### src/rtl/smseq_regs.vh
`ifndef SMSEQ_REGS_VH
`define SMSEQ_REGS_VH

// Timebase
`define SMSEQ_CLK_NS 40
`define SMSEQ_TICK_NS 1000000

// Byte addresses of the register words
`define SMSEQ_CTRL_ADDR 8'h00
`define SMSEQ_TIMEOUT_ADDR 8'h04
`define SMSEQ_SENSWIN_ADDR 8'h08
`define SMSEQ_BLIND_ADDR 8'h0c
`define SMSEQ_ENDMUTE_ADDR 8'h10
`define SMSEQ_STATUS_ADDR 8'h14

// Control word fields
`define SMSEQ_CTRL_LMODE 0
`define SMSEQ_CTRL_WITH_EN 1
`define SMSEQ_CTRL_EN_ONLY 2
`define SMSEQ_CTRL_DIR_LO 3
`define SMSEQ_CTRL_DIR_HI 4
`define SMSEQ_CTRL_CLOSE_SENSOR 5
`define SMSEQ_CTRL_BLIND_EN 6
`define SMSEQ_CTRL_MIN_EN 7
`define SMSEQ_CTRL_WIDTH 8

// Direction codes
`define SMSEQ_DIR_UP 2'h0
`define SMSEQ_DIR_DOWN 2'h1
`define SMSEQ_DIR_BOTH_WAYS 2'h2

// Reset values, times in milliseconds
`define SMSEQ_CTRL_RST 8'h10
`define SMSEQ_TIMEOUT_RST 24'h002710
`define SMSEQ_SENSWIN_RST 24'h001388
`define SMSEQ_BLIND_RST 24'h0000fa
`define SMSEQ_ENDMUTE_RST 24'h0009c4

// Least gap between the two sensors of a pair, milliseconds
`define SMSEQ_MIN_PAIR_MS 24'h000096

`endif

### src/rtl/smseq_top.v
// Overview of operation
// - concurrent: near pair both occupied within window
// - reverse travel: far pair starts muting
// - concurrent start needs sensors clear, curtain free
// - timeout ends muting at once; zero unlimited
// - without enable option muting always enabled
// - enable/disable: only rising enable edge arms
// - enable/disable: falling enable edge cancels muting
// - enable-only: enable never cancels; rearm needs low
// - direction setting restricts which pair leads
// - sensor closing: third sensor release ends muting
// - concurrent blind time only with curtain closing
// - blind time forces curtain output high
// - pair gap over maximum rejects the start
// - minimum option: pair gap must exceed 150 ms
// - L mode: two sensors, either order, window
// - L start needs both sensors clear, curtain free
// - L mode: freed opening ends muting
// - L end timer from first release ends muting
//
// Local design decisions: the address map and the Wishbone interface to the registers.
`timescale 1ns/1ps
`include "smseq_regs.vh"

module smseq_top #(
  parameter TICK_CYCLES = `SMSEQ_TICK_NS / `SMSEQ_CLK_NS
) (
  input wire mclk_i,
  input wire reset_i,
  input wire wb_cyc_i,
  input wire wb_stb_i,
  input wire wb_we_i,
  input wire [7:0] wb_adr_i,
  input wire [3:0] wb_sel_i,
  input wire [31:0] wb_dat_i,
  output reg [31:0] wb_dat_o,
  output reg wb_ack_o,
  input wire first_near_sensor_i,
  input wire second_near_sensor_i,
  input wire first_far_sensor_i,
  input wire second_far_sensor_i,
  input wire curtain_i,
  input wire enable_i,
  output reg curtain_out_o,
  output reg muting_o
);

  // One-hot sequencer states
  localparam [4:0] ST_WAIT = 5'h01;
  localparam [4:0] ST_READY = 5'h02;
  localparam [4:0] ST_PAIR = 5'h04;
  localparam [4:0] ST_MUTE = 5'h08;
  localparam [4:0] ST_BLIND = 5'h10;
  localparam [31:0] TICK_FULL = TICK_CYCLES - 1;
  localparam [15:0] TICK_LAST = TICK_FULL[15:0];

  // True for the states that force the curtain output high
  function smseq_forced;
    input [4:0] st;
    begin
      smseq_forced = (st == ST_MUTE) | (st == ST_BLIND);
    end
  endfunction

  // Byte-lane merge of a 24-bit register with bus write data
  function [23:0] smseq_merge;
    input [23:0] old;
    input [31:0] dat;
    input [3:0] sel;
    begin
      smseq_merge[7:0] = sel[0] ? dat[7:0] : old[7:0];
      smseq_merge[15:8] = sel[1] ? dat[15:8] : old[15:8];
      smseq_merge[23:16] = sel[2] ? dat[23:16] : old[23:16];
    end
  endfunction

  // Pin synchroniser stages and edge history
  reg [5:0] sync1_r;
  reg [5:0] sync2_r;
  reg en_d_r;
  reg cur_d_r;

  // Millisecond timebase
  reg [15:0] div_r;
  reg tick_r;

  // Configuration registers
  reg [7:0] ctrl_r;
  reg [23:0] timeout_r;
  reg [23:0] senswin_r;
  reg [23:0] blind_r;
  reg [23:0] endmute_r;

  // Sequencer state, arming and cycle timers
  reg [4:0] state_r;
  reg [4:0] state_nxt;
  reg pair_far_r;
  reg pair_far_nxt;
  reg armed_r;
  reg [23:0] tm_r;
  reg [23:0] endm_r;
  reg endm_run_r;
  reg third_seen_r;
  reg start_nxt;
  reg end_cond;

  // Two-stage synchronisers for all pins
  always @(posedge mclk_i or posedge reset_i) begin
    if (reset_i) begin
      sync1_r <= 6'h10;
      sync2_r <= 6'h10;
      en_d_r <= 1'b0;
      cur_d_r <= 1'b1;
    end else begin
      sync1_r <= {enable_i, curtain_i, second_far_sensor_i,
                  first_far_sensor_i, second_near_sensor_i,
                  first_near_sensor_i};
      sync2_r <= sync1_r;
      en_d_r <= sync2_r[5];
      cur_d_r <= sync2_r[4];
    end
  end

  // Synchronised pins and their edges
  wire s1 = sync2_r[0];
  wire s2 = sync2_r[1];
  wire s3 = sync2_r[2];
  wire s4 = sync2_r[3];
  wire cur = sync2_r[4];
  wire en = sync2_r[5];
  wire en_rise = en & ~en_d_r;
  wire en_fall = ~en & en_d_r;
  wire cur_rise = cur & ~cur_d_r;

  // Configuration fields
  wire lmode = ctrl_r[`SMSEQ_CTRL_LMODE];
  wire with_en = ctrl_r[`SMSEQ_CTRL_WITH_EN];
  wire en_only = ctrl_r[`SMSEQ_CTRL_EN_ONLY];
  wire [1:0] dir = ctrl_r[`SMSEQ_CTRL_DIR_HI:`SMSEQ_CTRL_DIR_LO];
  wire close_sensor = ctrl_r[`SMSEQ_CTRL_CLOSE_SENSOR];
  wire blind_en = ctrl_r[`SMSEQ_CTRL_BLIND_EN];
  wire min_en = ctrl_r[`SMSEQ_CTRL_MIN_EN];

  // Far pair is ignored entirely in L mode
  wire near_any = s1 | s2;
  wire far_any = ~lmode & (s3 | s4);
  wire all_clear = ~near_any & ~far_any;
  wire near_ok = lmode | (dir != `SMSEQ_DIR_DOWN);
  wire far_ok = ~lmode & (dir != `SMSEQ_DIR_UP);
  wire pair_all = pair_far_r ? (s3 & s4) : (s1 & s2);
  wire pair_one = pair_far_r ? (s3 | s4) : (s1 | s2);
  wire other_any = pair_far_r ? near_any : far_any;
  wire third = pair_far_r ? s2 : s3;
  wire cancel = with_en & ~en_only & en_fall;
  wire blind_ok = blind_en & (lmode | ~close_sensor);
  wire timed_out = (timeout_r != 24'h000000) & (tm_r >= timeout_r);
  // A latent arm never survives a switch into the enable option
  wire armed = ~with_en | armed_r;
  // Pair gap against the window and the optional minimum
  wire gap_over = tm_r > senswin_r;
  wire gap_ok = ~min_en | (tm_r > `SMSEQ_MIN_PAIR_MS);
  // L mode closes on a free opening or an expired end timer
  wire l_free = all_clear & cur;
  wire l_expired = endm_run_r & (endm_r >= endmute_r);

  // Millisecond timebase divider
  always @(posedge mclk_i or posedge reset_i) begin
    if (reset_i) begin
      div_r <= 16'h0000;
      tick_r <= 1'b0;
    end else if (div_r == TICK_LAST) begin
      div_r <= 16'h0000;
      tick_r <= 1'b1;
    end else begin
      div_r <= div_r + 16'h0001;
      tick_r <= 1'b0;
    end
  end

  // Closing condition of an active cycle
  always @* begin
    end_cond = 1'b0;
    if (lmode) begin
      end_cond = l_free | l_expired;
    end else if (close_sensor) begin
      end_cond = third_seen_r & ~third;
    end else begin
      end_cond = cur_rise;
    end
  end

  // Cycle sequencer
  always @* begin
    state_nxt = state_r;
    pair_far_nxt = pair_far_r;
    start_nxt = 1'b0;
    case (state_r)
      ST_WAIT: begin
        if (all_clear & cur) begin
          state_nxt = ST_READY;
        end
      end
      ST_READY: begin
        if (~cur) begin
          state_nxt = ST_WAIT;
        end else if (armed & near_ok & near_any & ~far_any) begin
          state_nxt = ST_PAIR;
          pair_far_nxt = 1'b0;
        end else if (armed & far_ok & far_any & ~near_any) begin
          state_nxt = ST_PAIR;
          pair_far_nxt = 1'b1;
        end else if (~all_clear) begin
          state_nxt = ST_WAIT;
        end
      end
      ST_PAIR: begin
        if (~cur | other_any | ~pair_one | cancel) begin
          state_nxt = ST_WAIT;
        end else if (gap_over) begin
          state_nxt = ST_WAIT;
        end else if (pair_all) begin
          if (gap_ok) begin
            state_nxt = ST_MUTE;
            start_nxt = 1'b1;
          end else begin
            state_nxt = ST_WAIT;
          end
        end
      end
      ST_MUTE: begin
        if (cancel | timed_out) begin
          state_nxt = ST_WAIT;
        end else if (end_cond) begin
          state_nxt = blind_ok ? ST_BLIND : ST_WAIT;
        end
      end
      ST_BLIND: begin
        if (tm_r >= blind_r) begin
          state_nxt = ST_WAIT;
        end
      end
      default: begin
        state_nxt = ST_WAIT;
      end
    endcase
  end

  // Every state change restarts the cycle timers
  wire tm_clr = state_nxt != state_r;

  // State and leading pair
  always @(posedge mclk_i or posedge reset_i) begin
    if (reset_i) begin
      state_r <= ST_WAIT;
      pair_far_r <= 1'b0;
    end else begin
      state_r <= state_nxt;
      pair_far_r <= pair_far_nxt;
    end
  end

  // Arming: only an enable rising edge arms, a start consumes it
  always @(posedge mclk_i or posedge reset_i) begin
    if (reset_i) begin
      armed_r <= 1'b0;
    end else if (~with_en) begin
      armed_r <= 1'b0;
    end else if (en_rise) begin
      armed_r <= 1'b1;
    end else if (cancel | start_nxt) begin
      armed_r <= 1'b0;
    end
  end

  // Cycle timer in ticks, saturating
  always @(posedge mclk_i or posedge reset_i) begin
    if (reset_i) begin
      tm_r <= 24'h000000;
    end else if (tm_clr) begin
      tm_r <= 24'h000000;
    end else if (tick_r & ~(&tm_r)) begin
      tm_r <= tm_r + 24'h000001;
    end
  end

  // End-of-muting timer, started by the first release in L mode
  always @(posedge mclk_i or posedge reset_i) begin
    if (reset_i) begin
      endm_run_r <= 1'b0;
      endm_r <= 24'h000000;
    end else if (tm_clr) begin
      endm_run_r <= 1'b0;
      endm_r <= 24'h000000;
    end else begin
      if ((state_r == ST_MUTE) & lmode & (~s1 | ~s2)) begin
        endm_run_r <= 1'b1;
      end
      if (endm_run_r & tick_r & ~(&endm_r)) begin
        endm_r <= endm_r + 24'h000001;
      end
    end
  end

  // Third sensor of the sequence seen occupied during muting
  always @(posedge mclk_i or posedge reset_i) begin
    if (reset_i) begin
      third_seen_r <= 1'b0;
    end else if (tm_clr) begin
      third_seen_r <= 1'b0;
    end else if ((state_r == ST_MUTE) & third) begin
      third_seen_r <= 1'b1;
    end
  end

  // Effective curtain output and muting status
  always @(posedge mclk_i or posedge reset_i) begin
    if (reset_i) begin
      curtain_out_o <= 1'b0;
      muting_o <= 1'b0;
    end else begin
      curtain_out_o <= cur | smseq_forced(state_nxt);
      muting_o <= state_nxt == ST_MUTE;
    end
  end

  // A held request is taken once; the ack cycle blocks a repeat
  wire wb_req = wb_cyc_i & wb_stb_i & ~wb_ack_o;
  wire wb_wr = wb_req & wb_we_i;

  // Wishbone classic slave, one wait state
  always @(posedge mclk_i or posedge reset_i) begin
    if (reset_i) begin
      wb_ack_o <= 1'b0;
      wb_dat_o <= 32'h00000000;
      ctrl_r <= `SMSEQ_CTRL_RST;
      timeout_r <= `SMSEQ_TIMEOUT_RST;
      senswin_r <= `SMSEQ_SENSWIN_RST;
      blind_r <= `SMSEQ_BLIND_RST;
      endmute_r <= `SMSEQ_ENDMUTE_RST;
    end else begin
      wb_ack_o <= wb_req;
      if (wb_wr & wb_sel_i[0] & (wb_adr_i == `SMSEQ_CTRL_ADDR)) begin
        ctrl_r <= wb_dat_i[7:0];
      end
      if (wb_wr & (wb_adr_i == `SMSEQ_TIMEOUT_ADDR)) begin
        timeout_r <= smseq_merge(timeout_r, wb_dat_i, wb_sel_i);
      end
      if (wb_wr & (wb_adr_i == `SMSEQ_SENSWIN_ADDR)) begin
        senswin_r <= smseq_merge(senswin_r, wb_dat_i, wb_sel_i);
      end
      if (wb_wr & (wb_adr_i == `SMSEQ_BLIND_ADDR)) begin
        blind_r <= smseq_merge(blind_r, wb_dat_i, wb_sel_i);
      end
      if (wb_wr & (wb_adr_i == `SMSEQ_ENDMUTE_ADDR)) begin
        endmute_r <= smseq_merge(endmute_r, wb_dat_i, wb_sel_i);
      end
      if (wb_req & ~wb_we_i) begin
        case (wb_adr_i)
          `SMSEQ_CTRL_ADDR: wb_dat_o <= {24'h000000, ctrl_r};
          `SMSEQ_TIMEOUT_ADDR: wb_dat_o <= {8'h00, timeout_r};
          `SMSEQ_SENSWIN_ADDR: wb_dat_o <= {8'h00, senswin_r};
          `SMSEQ_BLIND_ADDR: wb_dat_o <= {8'h00, blind_r};
          `SMSEQ_ENDMUTE_ADDR: wb_dat_o <= {8'h00, endmute_r};
          `SMSEQ_STATUS_ADDR: begin
            wb_dat_o <= {16'h0000, 3'h0, state_r, pair_far_r,
                         armed, en, cur, s4, s3, s2, s1};
          end
          default: wb_dat_o <= 32'h00000000;
        endcase
      end else begin
        wb_dat_o <= 32'h00000000;
      end
    end
  end

endmodule // smseq_top

### config.mk
export PLATFORM = sky130hd
export DESIGN_NAME = smseq_top
export DESIGN_NICKNAME = d
export VERILOG_FILES = /design/src/rtl/smseq_top.v
export VERILOG_INCLUDE_DIRS = /design/src /design/src/rtl
export SDC_FILE = /design/constraint.sdc
export NUM_CORES = 1
export LEC_CHECK = 0
export ABC_CLOCK_PERIOD_IN_PS = 11100
export BUFFER_PORTS_ARGS = -buffer_cell sky130_fd_sc_hd__buf_2
export CAP_MARGIN = 10
export CORE_ASPECT_RATIO = 1.2
export CORE_MARGIN = 3
export CORE_UTILIZATION = 25
export DETAILED_ROUTE_END_ITERATION = 6
export SYNTH_ARGS = -nofsm -noshare
export SYNTH_HDL_FRONTEND = slang
export SYNTH_SLANG_ARGS = --single-unit
export TNS_END_PERCENT = 1
### constraint.sdc
create_clock -name mclk_i -period 11.1 [get_ports mclk_i]
set_clock_uncertainty 0.05 [all_clocks]
set_input_delay 2.22 -clock mclk_i [delete_from_list [all_inputs] [get_ports mclk_i]]
set_output_delay 2.22 -clock mclk_i [all_outputs]
set_load 0.005 [all_outputs]
---- Yosys cells after proc, flatten, opt, wreduce, memory -nomap -nowiden ----
Cells that the tools add are included.
storage, ports and cells
  flip-flop bits (word level) ............. 227
operators by class
  add/subtract/negate cells ............... 3
  magnitude comparators ................... 5
  equal/unequal tests ..................... 16
  muxes and demuxes ....................... 42
  bitwise operators ....................... 71
  reductions and logical operators ........ 23
operators by type and width
  operator               count
  $pmux 24 s6            1
  $mux 24                4
  $ge 24x24->1           3
  $mux 5                 12
  $add 24x1->24 const B  2
  $reduce_and 24->1      2
  $and 1x1->1            37
  $mux 32                1
  $pmux 5 s5             1
  $gt 24x24->1           1
  $gt 24x8->1 const B    1
  $reduce_and 2->1       12
  $reduce_bool 24->1     1
  $mux 1                 21
  $not 1->1              19
  $add 16x1->16 const B  1
  $eq 16x15->1 const B   1
  $eq 8x4->1 const B     2
  $eq 8x5->1 const B     2
  $mux 16                1
  $or 1x1->1             15
  $reduce_bool 2->1      6
  $eq 5x4->1 const B     2
  $eq 5x5->1 const B     2
  10 further kinds       10

---- Depth between registers and ports, before layout ----
  depth after elaboration ................. 13
  gate-level depth with buffers ........... 11
  depth with buffers taken out ............ 10

---- Worst setup path before layout ----
No wires, ideal clock.
  path kind ............................... input-to-reg
  start ................................... input port wb_adr_i[1]
  end ..................................... register ctrl_r[0]
  arrival ................................. 3.801 ns
  data required time ...................... 10.925 ns
  path slack .............................. 7.124 ns
  stages on the path ...................... 7
  cells stage by stage .................... nor3_1 > nand2_1 > or3_1 > clkbuf_1 > or3_1 > clkbuf_1 > mux2_2
on the way
  word-level cells in the longest chain between the ends .. 2
RTL lines
  item                  RTL line         text
  from (decl)           smseq_top.v:33   input wire [7:0] wb_adr_i,
  $logic_not 8->1       -
  $and 1x1->1           smseq_top.v:342  if (wb_wr & wb_sel_i[0] & (wb_adr_i == `SMSEQ_CTRL_ADDR)) begin
  to (signal assigned)  smseq_top.v:335  ctrl_r <= `SMSEQ_CTRL_RST;
  to (signal assigned)  smseq_top.v:343  ctrl_r <= wb_dat_i[7:0];
  to (decl)             smseq_top.v:88   reg [7:0] ctrl_r;
No other way between the ends.
A chain may end at the register's enable or synchronous reset.

---- Worst setup path after layout ----
  start ................................... input port wb_adr_i[3]
  end ..................................... register blind_r[21]
on the way
  word-level cells in the longest chain between the ends .. 3
RTL lines
  item                               RTL line         text
  $eq 8x4->1                         -
  $and 1x1->1                        smseq_top.v:351  if (wb_wr & (wb_adr_i == `SMSEQ_BLIND_ADDR)) begin
  $reduce_and 2->1 (no source line)  -
  to (signal assigned)               smseq_top.v:338  blind_r <= `SMSEQ_BLIND_RST;
  to (signal assigned)               smseq_top.v:352  blind_r <= smseq_merge(blind_r, wb_dat_i, wb_sel_i);
  to (decl)                          smseq_top.v:91   reg [23:0] blind_r;
No other way between the ends.

==> results_dict.tcl <==
set metrics [dict create \
    chipHeight_um 255.6 \
    clockBufferDepth 3 \
    post-cts-setup-buffers 0 \
    crit_arrival_ns 4.77 \
    timing.max_slew.rel_slack_pct 27.53 \
    tritoncts_clock_tree "built" \
    io_buffers 72 \
    yosys-top-cells-area "dfrtp_1 37%, ha_1 9.6%, nand2_1 5.5%" \
    synth_top_cell_by_area "dfrtp_1" \
    drtIter0Drc 767 \
    gp_congestion 0.9021 \
    worst-setup-path-type "primary input to register" \
    timing.final.hold_violations 0 \
    detail_route.drc_violations 3 \
    holdCritStartpoint "sync1_r[0]" \
    final_nets 1580 \
    synth-edff-count 0 \
    drv_slew 0 \
    fin_cells 2133 \
    rsz0062_at_grt "no" \
    power_frac_clock_pct 49.8 \
    crit_fanout 16 \
    post_drt_wl_per_cell_um 17.76 \
    multi_input_comb_area_um2 6803 \
    power_density_over_cell_area_nw_per_um2 118.7 \
    fp-row-count 90 \
    async_flop_share_pct 100.0 \
    path_cells "buf_2 -> nor2b_1 -> and3_1 -> nand2_1 -> nor2_1 -> o21ai_0" \
    ios 90 \
    report.final.setup_viol 0 \
    tritoncts.num_buffers 27 \
    detailroute.via_count 10556 \
    fin_tns_setup_ns 0 \
    total_power_w 0.001772 \
    power_switching_w 0.0004180 \
    clk-insertion-delay-late_ns 0.55 \
    ys_ff_latch 219 \
    top_reg_cell_synth "dfrtp_1" \
    clkSinkCount 219 \
    final_layout_size_suffix_gt1_share_pct 17.19 \
    post_cts_resized 0 \
    timing.hold.worst.class "register to register" \
    seqPwrFrac_pct 45.9 \
    area_taken_by_flip_flops_and_latches_um2 5513 \
    netlist.area_leader.share_pct 37.21 \
    required_ns 11.43 \
    p_leak_nw 6.972 \
    fin_crit_sh_pct 39.94 \
    drt-pass1-iter-count 7 \
    placed_cells_incl_taps 2086 \
    crit_path_from "wb_adr_i[3]" \
    placed_area_um2 14050 \
    clk_transition_reported_paths_ns 0.06 \
    worst_path_max_delay_cell "nor2_1" \
    ys_seq_area_share_pct 42.48 \
    min_period_ns 4.434 \
    max-cap-violations 0 \
    n_fill_cell 5325 \
    dieWidth_um 214.0 \
    totalWireLength_um 37880 \
    grt_pass1_wl_um 60300 \
    sw_frac_of_total_pct 23.59 \
    internal_power_w 0.001354 \
    antenna_cells 0 \
    grt_max_degree 105 \
    endpoint_kind "register" \
    reg2reg_from "tm_r[21]" \
    grt_pass1_vias 10768 \
    groute.usage.overall_pct 13.62 \
    grt_antenna_before_repair 0 \
    slowest_delay_ns 0.85 \
    post_synth_inst_count 1366 \
    status "finished with violations" \
    vias_per_cell 4.949 \
    syn-cell-area_um2 12980 \
    fmax_ghz 0.2255 \
    postCtsHoldBufs 0 \
    post_synth.cell_area_avg_um2 9.501 \
    core_area_um2 50790 \
    floorplan.initialDensity_pct 25.56 \
    hpwlAfterDp_um 28020 \
    floorplan.die_area_um2 54700 \
    ctsRootBufferMaster "clkbuf_16" \
    peak_supply_drop_mv 0.1045 \
    antenna_left 0 \
    power_frac_comb_pct 4.3 \
    yosys_warnings 0 \
    finish.instance_area_um2 14920 \
    ys_types 73 \
    critPathLaunchType "primary input" \
    globalRoute.totalOverflow 0 \
    cts-htree-levels 1 \
    syn2layout_area_growth_pct 14.99 \
    tightestPinTransition_ns 1.079 \
    violations "design-rule violations" \
]
==> worst max-delay path: cells and delay by family <==
kind,cells,cell delay (ns)
and+or+nand+nor,4,2.12
AOI/OAI and AO/OA,1,0.19
buffers and inverters,1,0.21
==> cell usage in the layout (no fill, tap or decap), types with 5 or more instances in the layout <==
master / netlist / layout
a211oi_1: 18 / 18
mux2_2: 36 / 37
o21a_1: 11 / 11
nor3b_1: 5 / 5
buf_2: 4 / 72
o22ai_1: 16 / 16
clkbuf_8: 0 / 9
a222oi_1: 10 / 10
dfstp_2: 26 / 26
nand2_1: 189 / 188
a22oi_1: 7 / 7
buf_4: 8 / 14
a21oi_1: 33 / 33
nand2b_1: 10 / 10
and3_1: 17 / 17
nor4_2: 42 / 42
nor2b_1: 7 / 7
clkbuf_16: 0 / 27
ha_1: 100 / 100
and2_1: 10 / 10
nor3_1: 40 / 40
conb_1: 1 / 8
nand3_1: 40 / 40
inv_1: 105 / 104
and4_1: 10 / 10
o21ai_0: 102 / 102
clkbuf_1: 46 / 5
nand4_1: 32 / 32
a31oi_1: 10 / 10
a21o_1: 8 / 8
or3_1: 7 / 7
dfrtp_1: 193 / 193
nor4_1: 16 / 16
nor2_1: 72 / 72
mux2i_1: 21 / 21
xnor2_1: 26 / 26
xor2_1: 31 / 31
==> synth_stat cells, drive strengths merged, types with 6 or more instances <==
cell    instances
mux2i          21
nand3          40
dfstp          26
a22oi           7
o211ai          6
nand2b         10
inv           105
a31oi          10
o21a           11
and3           17
a21o            9
nor2           72
nor4           58
nor2b           7
and4           10
or3             7
a222oi         10
xor2           31
nand4          32
nor3           40
nand2         189
a211oi         18
buf            17
o22ai          16
xnor2          26
clkbuf         46
dfrtp         193
nor3b           6
and2           10
o21ai         105
mux2           37
a21oi          33
ha            100
==> power by group through the flow <==
| stage | combinational (W) | clock (W) | sequential [W] |
|---|---|---|---|
| after CTS | 0.0000777 | 0.000905 | 0.000813 |
| after global placement | 0.0000762 | 0 | 0.000827 |
| final | 0.0000759 | 0.000882 | 0.000814 |
| after global routing | 0.0000848 | 0.000934 | 0.000814 |
| after detailed placement | 0.0000774 | 0 | 0.000827 |
| after floorplan | 0.0000462 | 0 | 0.000825 |
==> per-layer routing <==
| layer | GRT usage, % | vias to the layer above | wire, um |
|---|---|---|---|
| met5 | 0 | - | 0 |
| met4 | 6.049 | 0 | 1682 |
| met3 | 2.149 | 85 | 1787 |
| met2 | 23.81 | 275 | 18620 |
| met1 | 16.52 | 5214 | 15780 |
| li1 | - | 4982 | - |
==> logic make-up after synthesis <==
group | after synthesis | synth area share, %
AOI/OAI and AO/OA | 253 | 12.49
xor gates and xnor gates | 57 | 3.847
adders and majority gates | 100 | 9.640
buffers and inverters | 168 | 5.418
DFF | 219 | 42.48
muxes | 58 | 4.830
other | 1 | 0.02889
and+or+nand+nor | 510 | 21.27
==> path summary, 6_finish.rpt <==
| check | endpoint | slack [ns] | depth (start not counted) |
|---|---|---|---|
| worst max-delay path | blind_r[21] | 6.67 | 6 |
| max in group asynchronous | wb_dat_o[20] | 7.20 | 4 |
| min in group asynchronous | muting_o | 1.76 | 2 |
| worst min register to register | sync2_r[0] | 0.30 | 0 |
| worst min-delay path | sync2_r[0] | 0.30 | 0 |
| worst max register to register | endm_r[6] | 6.85 | 10 |
==> through the flow <==
step	util, %	hold slack (ns)	setup WS (ns)
3_3_place_gp	27.66	0.2869	6.195
2_1_floorplan	-	0.2812	2.880
3_5_place_dp	27.66	0.2855	6.083
5_1_grt	29.39	0.3103	6.413
6_report	29.39	0.2980	6.666
4_1_cts	29.39	0.3000	6.675
==> layout make-up <==
class	instances	area share (%)
tap	690	5.785
timing repair buffer	86	3.119
inverter	105	2.691
clock inverter	6	0.4024
multi-input combinational	986	45.58
sequential	219	36.94
clock buffer	41	5.483
==> flip-flops by register name (all words and copies together) (netlist names), 6 cells and up <==
name       count
blind_r       24
endmute_r     24
senswin_r     24
sync2_r        6
ctrl_r         8
sync1_r        6
wb_dat_o      24
tm_r          24
endm_r        24
div_r         16
timeout_r     24
(Power assumes the default switching activity.)
